<file path="config.mk">
export PLATFORM = sky130hd
export DESIGN_NAME = dpram_port_ctrl
export DESIGN_NICKNAME = d
export VERILOG_FILES = /design/src/dpctl_pkg.sv /design/src/port_cmd_if.sv /design/src/port_sequencer.sv /design/src/dpram_port_ctrl.sv
export SDC_FILE = /design/constraint.sdc
export NUM_CORES = 1
export LEC_CHECK = 0
export BUFFER_PORTS_ARGS = -buffer_cell sky130_fd_sc_hd__buf_4
export CAP_MARGIN = 15
export CORE_MARGIN = 3
export CORE_UTILIZATION = 40
export DETAILED_ROUTE_END_ITERATION = 12
export GPL_ROUTABILITY_DRIVEN = 0
export HOLD_SLACK_MARGIN = 0.15
export PLACE_DENSITY = 0.69
export SYNTH_ARGS = -nofsm -noshare
export SYNTH_HDL_FRONTEND = slang
export SYNTH_SLANG_ARGS = --single-unit
</file>
<file path="constraint.sdc">
create_clock -name i_clock -period 5.1 [get_ports i_clock]
set_input_delay 0 -clock i_clock [delete_from_list [all_inputs] [get_ports i_clock]]
set_output_delay 0 -clock i_clock [all_outputs]
set_load 0.02 [all_outputs]
</file>
<file path="src/dpctl_pkg.sv">
// Constants shared by the dual-port RAM port controller
package dpctl_pkg;

   // ********************************
   // Timing
   // ********************************
   localparam int CLK_PERIOD_NS = 20;
   localparam int T_ARB_NS = 20;      // Contention flag settle after match
   localparam int T_ACCESS_NS = 20;   // Read data valid after gate low
   localparam int T_WRITE_NS = 40;    // Write strobe low time
   localparam int SYNC_LAT = 4;       // Three flops plus agreement stage
   localparam logic [3:0] SETUP_CYC =
      4'((T_ARB_NS + CLK_PERIOD_NS - 1) / CLK_PERIOD_NS + SYNC_LAT);
   localparam logic [3:0] READ_CYC =
      4'((T_ACCESS_NS + CLK_PERIOD_NS - 1) / CLK_PERIOD_NS + SYNC_LAT);
   localparam logic [3:0] WRITE_CYC =
      4'((T_WRITE_NS + CLK_PERIOD_NS - 1) / CLK_PERIOD_NS);

   // ********************************
   // Register map
   // ********************************
   localparam logic [7:0] OFF_ADDR = 8'h00;
   localparam logic [7:0] OFF_WDATA = 8'h04;
   localparam logic [7:0] OFF_CMD = 8'h08;
   localparam logic [7:0] OFF_CFG = 8'h0C;
   localparam logic [7:0] OFF_STATUS = 8'h10;
   localparam logic [7:0] OFF_RDATA = 8'h14;
   localparam logic [2:0] IDX_ADDR = 3'h0;
   localparam logic [2:0] IDX_WDATA = 3'h1;
   localparam logic [2:0] IDX_CMD = 3'h2;
   localparam logic [2:0] IDX_CFG = 3'h3;
   localparam logic [2:0] IDX_STATUS = 3'h4;
   localparam logic [2:0] IDX_RDATA = 3'h5;
   localparam logic [2:0] IDX_NONE = 3'h7;
   localparam int CMD_GO = 0;
   localparam int CMD_WRITE = 1;
   localparam int CMD_SPACE = 2;
   localparam int CFG_ROLE = 0;       // 1 = device is arbiter
   localparam int CFG_ALLOW = 1;      // Slave role: 1 = writes allowed
   localparam int CFG_STALL = 2;      // Wait while contention flag low
   localparam logic [2:0] CFG_RESET = 3'h3;
   localparam logic [1:0] RESP_OKAY = 2'h0;
   localparam logic [1:0] RESP_SLVERR = 2'h2;

   // ********************************
   // Device side
   // ********************************
   localparam logic [15:0] MBOX_LEFT = 16'hFFFE;
   localparam logic [15:0] MBOX_RIGHT = 16'hFFFF;
   localparam int SYNC_W = 11;        // {irq, contention, data[8:0]}
   localparam logic [10:0] SYNC_RESET = 11'h600;

endpackage

</file>
<file path="src/port_cmd_if.sv">
// Command and status carrier between register file and pin sequencer
`timescale 1ns/10ps
interface port_cmd_if;
   logic go;
   logic write;
   logic space;
   logic stall_en;
   logic [15:0] addr;
   logic [8:0] wdata;
   logic busy;
   logic done;
   logic [8:0] rdata;
   logic contention_seen;
   logic init_done;

   modport ctrl (output go, write, space, stall_en, addr, wdata,
      input busy, done, rdata, contention_seen, init_done);
   modport seq (input go, write, space, stall_en, addr, wdata,
      output busy, done, rdata, contention_seen, init_done);
endinterface

</file>
<file path="src/port_sequencer.sv">
// Pin cycle sequencer for one port of the dual-port RAM
`timescale 1ns/10ps
module port_sequencer
#(
   parameter bit LEFT_PORT = 1'b1
)
(
   input wire logic i_clock,
   input wire logic i_resetn,
   port_cmd_if.seq cmd,
   input wire logic [8:0] i_data_f,
   input wire logic i_flag_n_f,
   output logic o_chip_sel_n,
   output logic o_chip_sel,
   output logic o_write_n,
   output logic o_output_gate_n,
   output logic o_flag_space_select_n,
   output logic [15:0] o_addr,
   output logic [8:0] o_data,
   output logic o_data_oe_n
);
   localparam logic [15:0] OWN_MBOX =
      LEFT_PORT ? dpctl_pkg::MBOX_LEFT : dpctl_pkg::MBOX_RIGHT;

   typedef enum {ST_IDLE, ST_SETUP, ST_WAIT_FREE, ST_STROBE,
      ST_RELEASE} seq_state_t;

   seq_state_t state_reg;
   logic [3:0] cnt_reg;
   logic init_pending_reg;
   logic write_reg;
   logic space_reg;
   logic stall_reg;
   logic done_reg;
   logic seen_reg;
   logic [8:0] rdata_reg;

   assign cmd.busy = (state_reg != ST_IDLE) || init_pending_reg;
   assign cmd.done = done_reg;
   assign cmd.rdata = rdata_reg;
   assign cmd.contention_seen = seen_reg;
   assign cmd.init_done = !init_pending_reg;

   // ****************************************
   // Access state machine
   // ****************************************
   // First access after reset reads our own mailbox, which clears
   // a stale interrupt left over from power-up
   always_ff @(posedge i_clock)
   begin
      if (!i_resetn)
      begin
         state_reg <= ST_IDLE;
         cnt_reg <= 4'h0;
         init_pending_reg <= 1'b1;
         write_reg <= 1'b0;
         space_reg <= 1'b0;
         stall_reg <= 1'b0;
         done_reg <= 1'b0;
         seen_reg <= 1'b0;
         rdata_reg <= 9'h000;
         o_chip_sel_n <= 1'b1;
         o_chip_sel <= 1'b0;
         o_write_n <= 1'b1;
         o_output_gate_n <= 1'b1;
         o_flag_space_select_n <= 1'b1;
         o_addr <= 16'h0000;
         o_data <= 9'h000;
         o_data_oe_n <= 1'b1;
      end
      else
      begin
         done_reg <= 1'b0;
         case (state_reg)
            ST_IDLE:
            begin
               if (init_pending_reg || cmd.go)
               begin
                  // Init read wins over a queued command
                  write_reg <= init_pending_reg ? 1'b0 : cmd.write;
                  space_reg <= init_pending_reg ? 1'b0 : cmd.space;
                  stall_reg <= init_pending_reg ? 1'b0 : cmd.stall_en;
                  o_addr <= init_pending_reg ? OWN_MBOX : cmd.addr;
                  o_data <= cmd.wdata;
                  o_data_oe_n <= init_pending_reg || !cmd.write;
                  // Flag space needs the array select held off
                  if (!init_pending_reg && cmd.space)
                  begin
                     o_flag_space_select_n <= 1'b0;
                  end
                  else
                  begin
                     o_chip_sel_n <= 1'b0;
                     o_chip_sel <= 1'b1;
                  end
                  seen_reg <= 1'b0;
                  cnt_reg <= dpctl_pkg::SETUP_CYC - 4'h1;
                  state_reg <= ST_SETUP;
               end
            end
            ST_SETUP:
            begin
               // Address and select settle so arbitration decides
               // before any strobe goes low
               if (cnt_reg == 4'h0)
                  state_reg <= ST_WAIT_FREE;
               else
                  cnt_reg <= cnt_reg - 4'h1;
            end
            ST_WAIT_FREE:
            begin
               if (!i_flag_n_f)
                  seen_reg <= 1'b1;
               // Optional hold-off; may wait forever if never freed
               if (!(stall_reg && !i_flag_n_f && !space_reg))
               begin
                  o_write_n <= !write_reg;
                  o_output_gate_n <= write_reg;
                  cnt_reg <= write_reg ? dpctl_pkg::WRITE_CYC - 4'h1 :
                     dpctl_pkg::READ_CYC - 4'h1;
                  state_reg <= ST_STROBE;
               end
            end
            ST_STROBE:
            begin
               if (!i_flag_n_f && !space_reg)
                  seen_reg <= 1'b1;
               if (cnt_reg == 4'h0)
               begin
                  o_write_n <= 1'b1;
                  o_output_gate_n <= 1'b1;
                  if (!write_reg)
                     rdata_reg <= i_data_f;
                  state_reg <= ST_RELEASE;
               end
               else
               begin
                  cnt_reg <= cnt_reg - 4'h1;
               end
            end
            ST_RELEASE:
            begin
               // Both selects rise, so the next flag read recaptures
               o_chip_sel_n <= 1'b1;
               o_chip_sel <= 1'b0;
               o_flag_space_select_n <= 1'b1;
               o_data_oe_n <= 1'b1;
               init_pending_reg <= 1'b0;
               done_reg <= 1'b1;
               state_reg <= ST_IDLE;
            end
            default:
            begin
               state_reg <= ST_IDLE;
            end
         endcase
      end
   end
endmodule

</file>
<file path="src/dpram_port_ctrl.sv">
// AXI4-Lite controlled host for one port of a dual-port RAM
`timescale 1ns/10ps
module dpram_port_ctrl
#(
   parameter bit LEFT_PORT = 1'b1
)
(
   input wire logic i_clock,
   input wire logic i_resetn,
   input wire logic [7:0] i_s_axi_awaddr,
   input wire logic i_s_axi_awvalid,
   output logic o_s_axi_awready,
   input wire logic [31:0] i_s_axi_wdata,
   input wire logic [3:0] i_s_axi_wstrb,
   input wire logic i_s_axi_wvalid,
   output logic o_s_axi_wready,
   output logic [1:0] o_s_axi_bresp,
   output logic o_s_axi_bvalid,
   input wire logic i_s_axi_bready,
   input wire logic [7:0] i_s_axi_araddr,
   input wire logic i_s_axi_arvalid,
   output logic o_s_axi_arready,
   output logic [31:0] o_s_axi_rdata,
   output logic [1:0] o_s_axi_rresp,
   output logic o_s_axi_rvalid,
   input wire logic i_s_axi_rready,
   output logic o_chip_sel_n,
   output logic o_chip_sel,
   output logic o_write_n,
   output logic o_output_gate_n,
   output logic o_flag_space_select_n,
   output logic [15:0] o_addr,
   output logic [8:0] o_data,
   output logic o_data_oe_n,
   input wire logic [8:0] i_data,
   input wire logic i_contention_flag_n,
   output logic o_contention_flag_n,
   output logic o_contention_oe_n,
   output logic o_role_master,
   input wire logic i_mailbox_irq_n
);
   port_cmd_if cmd ();

   logic aw_ready_reg;
   logic w_ready_reg;
   logic b_valid_reg;
   logic [1:0] b_resp_reg;
   logic [7:0] aw_addr_reg;
   logic [31:0] w_data_reg;
   logic [3:0] w_strb_reg;
   logic ar_ready_reg;
   logic r_valid_reg;
   logic [1:0] r_resp_reg;
   logic [31:0] r_data_reg;
   logic [15:0] addr_reg;
   logic [8:0] wdata_reg;
   logic [2:1] cmd_reg;
   logic [2:0] cfg_reg;
   logic go_reg;
   logic [dpctl_pkg::SYNC_W-1:0] s1_reg;
   logic [dpctl_pkg::SYNC_W-1:0] s2_reg;
   logic [dpctl_pkg::SYNC_W-1:0] s3_reg;
   logic [dpctl_pkg::SYNC_W-1:0] filt_reg;
   logic commit;
   logic [2:0] w_idx;
   logic [31:0] merged;
   logic [31:0] read_word;
   logic [2:0] r_idx;

   // Byte address to register index; unmapped gives IDX_NONE
   function automatic logic [2:0] reg_index(input logic [7:0] a);
      if (a == dpctl_pkg::OFF_ADDR)
         return dpctl_pkg::IDX_ADDR;
      else if (a == dpctl_pkg::OFF_WDATA)
         return dpctl_pkg::IDX_WDATA;
      else if (a == dpctl_pkg::OFF_CMD)
         return dpctl_pkg::IDX_CMD;
      else if (a == dpctl_pkg::OFF_CFG)
         return dpctl_pkg::IDX_CFG;
      else if (a == dpctl_pkg::OFF_STATUS)
         return dpctl_pkg::IDX_STATUS;
      else if (a == dpctl_pkg::OFF_RDATA)
         return dpctl_pkg::IDX_RDATA;
      else
         return dpctl_pkg::IDX_NONE;
   endfunction

   // ****************************************
   // AXI4-Lite write channels
   // ****************************************
   assign commit = !aw_ready_reg && !w_ready_reg && !b_valid_reg;
   assign w_idx = reg_index(aw_addr_reg);

   // Address and data latched in either order; answer one cycle later
   always_ff @(posedge i_clock)
   begin
      if (!i_resetn)
      begin
         aw_ready_reg <= 1'b1;
         w_ready_reg <= 1'b1;
         b_valid_reg <= 1'b0;
         b_resp_reg <= dpctl_pkg::RESP_OKAY;
         aw_addr_reg <= 8'h00;
         w_data_reg <= 32'h00000000;
         w_strb_reg <= 4'h0;
      end
      else
      begin
         if (i_s_axi_awvalid && aw_ready_reg)
         begin
            aw_ready_reg <= 1'b0;
            aw_addr_reg <= i_s_axi_awaddr;
         end
         if (i_s_axi_wvalid && w_ready_reg)
         begin
            w_ready_reg <= 1'b0;
            w_data_reg <= i_s_axi_wdata;
            w_strb_reg <= i_s_axi_wstrb;
         end
         if (commit)
         begin
            b_valid_reg <= 1'b1;
            b_resp_reg <= (w_idx == dpctl_pkg::IDX_NONE) ?
               dpctl_pkg::RESP_SLVERR : dpctl_pkg::RESP_OKAY;
         end
         else if (b_valid_reg && i_s_axi_bready)
         begin
            b_valid_reg <= 1'b0;
            aw_ready_reg <= 1'b1;
            w_ready_reg <= 1'b1;
         end
      end
   end

   // Byte-lane merge of new data into a zero-extended old value
   always_comb
   begin
      merged = 32'h00000000;
      if (w_idx == dpctl_pkg::IDX_ADDR)
         merged = {16'h0000, addr_reg};
      else if (w_idx == dpctl_pkg::IDX_WDATA)
         merged = {23'h000000, wdata_reg};
      else if (w_idx == dpctl_pkg::IDX_CMD)
         merged = {29'h00000000, cmd_reg, 1'b0};
      else if (w_idx == dpctl_pkg::IDX_CFG)
         merged = {29'h00000000, cfg_reg};
      for (int b = 0; b < 4; b++)
      begin
         if (w_strb_reg[b])
            merged[b*8 +: 8] = w_data_reg[b*8 +: 8];
      end
   end

   // ****************************************
   // Register file
   // ****************************************
   always_ff @(posedge i_clock)
   begin
      if (!i_resetn)
      begin
         addr_reg <= 16'h0000;
         wdata_reg <= 9'h000;
         cmd_reg <= 2'h0;
         cfg_reg <= dpctl_pkg::CFG_RESET;
      end
      else if (commit)
      begin
         if (w_idx == dpctl_pkg::IDX_ADDR)
            addr_reg <= merged[15:0];
         else if (w_idx == dpctl_pkg::IDX_WDATA)
            wdata_reg <= merged[8:0];
         else if (w_idx == dpctl_pkg::IDX_CMD)
            cmd_reg <= merged[2:1];
         else if (w_idx == dpctl_pkg::IDX_CFG)
            cfg_reg <= merged[2:0];
      end
   end

   // Start pulse; a command written while busy is dropped
   always_ff @(posedge i_clock)
   begin
      if (!i_resetn)
         go_reg <= 1'b0;
      else
         go_reg <= commit && w_idx == dpctl_pkg::IDX_CMD &&
            merged[dpctl_pkg::CMD_GO] && !cmd.busy;
   end

   // Pin drive straight from configuration flops
   assign o_role_master = cfg_reg[dpctl_pkg::CFG_ROLE];
   assign o_contention_oe_n = cfg_reg[dpctl_pkg::CFG_ROLE];
   assign o_contention_flag_n = cfg_reg[dpctl_pkg::CFG_ALLOW];

   assign cmd.go = go_reg;
   assign cmd.write = cmd_reg[dpctl_pkg::CMD_WRITE];
   assign cmd.space = cmd_reg[dpctl_pkg::CMD_SPACE];
   assign cmd.stall_en = cfg_reg[dpctl_pkg::CFG_STALL];
   assign cmd.addr = addr_reg;
   assign cmd.wdata = wdata_reg;

   // ****************************************
   // AXI4-Lite read channel
   // ****************************************
   assign r_idx = reg_index(i_s_axi_araddr);

   always_comb
   begin
      read_word = 32'h00000000;
      if (r_idx == dpctl_pkg::IDX_ADDR)
         read_word = {16'h0000, addr_reg};
      else if (r_idx == dpctl_pkg::IDX_WDATA)
         read_word = {23'h000000, wdata_reg};
      else if (r_idx == dpctl_pkg::IDX_CMD)
         read_word = {29'h00000000, cmd_reg, 1'b0};
      else if (r_idx == dpctl_pkg::IDX_CFG)
         read_word = {29'h00000000, cfg_reg};
      else if (r_idx == dpctl_pkg::IDX_STATUS)
         read_word = {27'h0000000, filt_reg[9], cmd.init_done,
            !filt_reg[10], cmd.contention_seen, cmd.busy};
      else if (r_idx == dpctl_pkg::IDX_RDATA)
         read_word = {23'h000000, cmd.rdata};
   end

   always_ff @(posedge i_clock)
   begin
      if (!i_resetn)
      begin
         ar_ready_reg <= 1'b1;
         r_valid_reg <= 1'b0;
         r_resp_reg <= dpctl_pkg::RESP_OKAY;
         r_data_reg <= 32'h00000000;
      end
      else if (i_s_axi_arvalid && ar_ready_reg)
      begin
         ar_ready_reg <= 1'b0;
         r_valid_reg <= 1'b1;
         r_data_reg <= read_word;
         r_resp_reg <= (r_idx == dpctl_pkg::IDX_NONE) ?
            dpctl_pkg::RESP_SLVERR : dpctl_pkg::RESP_OKAY;
      end
      else if (r_valid_reg && i_s_axi_rready)
      begin
         r_valid_reg <= 1'b0;
         ar_ready_reg <= 1'b1;
      end
   end

   assign o_s_axi_awready = aw_ready_reg;
   assign o_s_axi_wready = w_ready_reg;
   assign o_s_axi_bvalid = b_valid_reg;
   assign o_s_axi_bresp = b_resp_reg;
   assign o_s_axi_arready = ar_ready_reg;
   assign o_s_axi_rvalid = r_valid_reg;
   assign o_s_axi_rresp = r_resp_reg;
   assign o_s_axi_rdata = r_data_reg;

   // ****************************************
   // Pin input synchronisers
   // ****************************************
   // Per bit: a new level counts only once stages two and three agree
   generate
      for (genvar i = 0; i < dpctl_pkg::SYNC_W; i++)
      begin : g_sync
         always_ff @(posedge i_clock)
         begin
            if (!i_resetn)
            begin
               s1_reg[i] <= dpctl_pkg::SYNC_RESET[i];
               s2_reg[i] <= dpctl_pkg::SYNC_RESET[i];
               s3_reg[i] <= dpctl_pkg::SYNC_RESET[i];
               filt_reg[i] <= dpctl_pkg::SYNC_RESET[i];
            end
            else
            begin
               s1_reg[i] <= (i == 10) ? i_mailbox_irq_n :
                  (i == 9) ? i_contention_flag_n : i_data[i % 9];
               s2_reg[i] <= s1_reg[i];
               s3_reg[i] <= s2_reg[i];
               if (s2_reg[i] == s3_reg[i])
                  filt_reg[i] <= s3_reg[i];
            end
         end
      end
   endgenerate

   port_sequencer #(.LEFT_PORT(LEFT_PORT)) u_seq (
      .i_clock(i_clock),
      .i_resetn(i_resetn),
      .cmd(cmd),
      .i_data_f(filt_reg[8:0]),
      .i_flag_n_f(filt_reg[9]),
      .o_chip_sel_n(o_chip_sel_n),
      .o_chip_sel(o_chip_sel),
      .o_write_n(o_write_n),
      .o_output_gate_n(o_output_gate_n),
      .o_flag_space_select_n(o_flag_space_select_n),
      .o_addr(o_addr),
      .o_data(o_data),
      .o_data_oe_n(o_data_oe_n)
   );
endmodule

</file>
==> flow_summary.toml <==
[run_status]
status = "finished clean"

[clock_network]
clk_pin_slew_ns = 0.07
clock_path_buffers = 2
post_cts_buffers = 0
ctsResizeCount = 0
clkSinkCount = 176
numCtsBuffers = 17
cts_tree = "built"
cts_max_level = 4
root_buffer = "clkbuf_16"
clk_latency_ns = 0.42

[floorplanning]
rows = 47
coreArea_sq_um = 16800
die_area_sq_um = 18900
io_pins = 145
die-height_microns = 137
start_util = 0.412
die_w_microns = 137

[flow_run]
maxCapViolCount = 0

[yosys]
syn_area_sq_um = 6910
yosysTopAreaCellShare = 0.510
synth_top_flop_cell = "dfxtp_1"
avgSynthCellArea_sq_um = 8.83
synth_xor_area_frac = 0.00127
yosys_warnings = 0
synthAdderAreaFrac = 0.00362
async_reset_ff_frac = 0
synth.distinct_cells = 56
ys_seq_elements = 176
synth.area.mux_share = 0.0465
synthSimpleGateAreaFrac = 0.228
synth.most_common_cell = "dfxtp_1"
synth_top_family_by_area = "simple AND/OR/NAND/NOR gates"
yosysTopAreaCell = "dfxtp_1"
yosys-top-cells-area = "dfxtp_1 (51%), nand2_1 (6.7%), a21oi_1 (6.3%), o21ai_0 (3.9%), mux2i_1 (3.2%)"
yosysSeqAreaShare = 0.510
synth_compound_area_frac = 0.149
synthTopCellsByCount = "dfxtp_1 (176), nand2_1 (124), a21oi_1 (87)"
synth_edf_count = 0
synth_cells = 783

[placement]
place_hpwl_microns = 11600
portBuffers = 108
place_ws_ns = 2.58

[finish]
nets = 1000
drive_above_1_share = 0.169
diodes = 0
synthToLayoutAreaGrowth_pct = 30.0

[sta]
fmax_mhz = 390
skew_ns = 0.00575
slew_headroom = 0.306
setup_tns_ns = 0
rsz0062_at_grt = "false"
slew_viol_final = 0
hold_viol_final = 0
fin_ws_ns = 2.53
period_minus_slack_ns = 2.57
setup_viol = 0
period_share = 0.503
worst_pin_slew_ns = 1.04

[worst_setup_path]
worstSetupStartpointType = "flip-flop"
critical_path_cell_count = 4
critical_path_buf_inv_count = 0
startpoint = "u_seq.init_pending_reg"
end_kind = "flip-flop"
r2r_setup_slack_ns = 2.53
crit_path_max_incr_delay_ns = 0.93
worstPathCellList = "nor2_1, or4_1, nor3_1, nor3_1"
r2r-end = "u_seq.o_addr[15]"
worstSetupPathType = "reg2reg"
cp.required_ns = 5.39
timing.critical_path.mode_cell = "nor3_1"
crit_fanout = 28
crit_family = "simple AND/OR/NAND/NOR gates"
slowest_stage = "or4_1"
r2r-start = "u_seq.init_pending_reg"
ff2ff_path_depth = 4
crit_path_end = "u_seq.o_addr[15]"
arrival_ns = 2.86

[routing]
drc_errors = 0
via_per_inst = 5.10
drt_first_pass_iters = 5
wl_per_cell_microns = 15.0
wl_microns = 17400
vias = 5922
drt_iter0_drc = 501
drt.antenna.violating_nets = 0

[pwr]
power_density_nw_per_um2 = 366
irDropWorstVdd_mv = 0.244
p_leak_uw = 0.00350

[global_routing]
gr-total-overflow = 0
grt_start_max_net_pins = 92
grt_pass1_wl_microns = 27700
grt_pass1_vias = 5499
antenna_found_initial = 0
grt_use_total = 0.187

[hold_path]
hp-class = "in2reg"
==> worst min-delay path, stage by stage <==
cell	delay [ns]
buf_4	0.07
or4_1	0.20
nor2_1	0.10
o211ai_1	0.09
a221oi_1	0.08
==> worst min path at each step <==
stage	start	end	slack, ns	cells after the start
global route	i_s_axi_araddr[1]	o_s_axi_rdata[0]	0.22	5
floorplan	i_s_axi_wvalid	o_s_axi_wready	0.10	1
CTS	i_s_axi_araddr[1]	o_s_axi_rdata[0]	0.17	5
global placement	i_contention_flag_n	s1_reg[9]	0.19	2
finish	i_s_axi_araddr[1]	o_s_axi_rdata[0]	0.18	5
detailed placement	i_contention_flag_n	s1_reg[9]	0.19	2
==> final cells by class <==
| cell class | instances | area, sq um |
|---|---|---|
| Fill cell | 1535 | 7770 |
| Timing Repair Buffer | 179 | 1510 |
| Sequential cell | 176 | 3520 |
| Clock inverter | 13 | 138 |
| Tap cell | 220 | 275 |
| Multi-Input combinational cell | 541 | 3030 |
| Clock buffer | 19 | 453 |
| Inverter | 13 | 48.8 |
==> layout by cell type (no fill, tap or decap), types with 22 or more instances in the layout <==
master and instances:
a21oi_1 87, and2_1 33, buf_4 111, dfxtp_1 176, dlygate4sd3_1 68, mux2i_1 22
nand2_1 124, nor2_1 48, nor3_1 36, o21ai_0 54
==> per-stage QoR <==
| step | cell area, sq um | hold WS [ns] | total power [uW] | std cells | util |
|---|---|---|---|---|---|
| 2_1_floorplan | 6970 | 0.100 | 1840 | 800 | - |
| 3_3_place_gp | 7710 | 0.185 | 1980 | 1061 | 0.460 |
| 3_5_place_dp | 7710 | 0.189 | 1980 | 1061 | 0.460 |
| 4_1_cts | 8980 | 0.165 | 3310 | 1161 | 0.536 |
| 5_1_grt | 8980 | 0.223 | 3420 | 1161 | 0.536 |
| 6_report | 8980 | 0.180 | 3290 | 1161 | 0.536 |
==> cells by family after synthesis <==
group / after synthesis
buf+inv: 83
flops: 176
simple gates: 310
compound gates: 183
other cells: 1
mux: 27
xor+xnor: 1
fa+ha+maj: 2
==> per-layer routing <==
metal / GRT usage / wire, microns
met5: 0 / 0
met4: 0.0460 / 194
met3: 0.0438 / 988
met2: 0.303 / 8340
met1: 0.252 / 7890
==> power breakdown <==
group	internal (uW)	leakage (uW)	switching, uW	total (uW)
Combinational	201	0.00178	278	479
Clock	747	0.000285	545	1290
Sequential	1450	0.00144	72.1	1520
==> timing repair <==
item                       4_1_cts  5_1_grt
hold buffers                    68        0
hold endpoints to repair        59        0
setup endpoints to repair        0        0
Power figures use the tool's default switching activity.
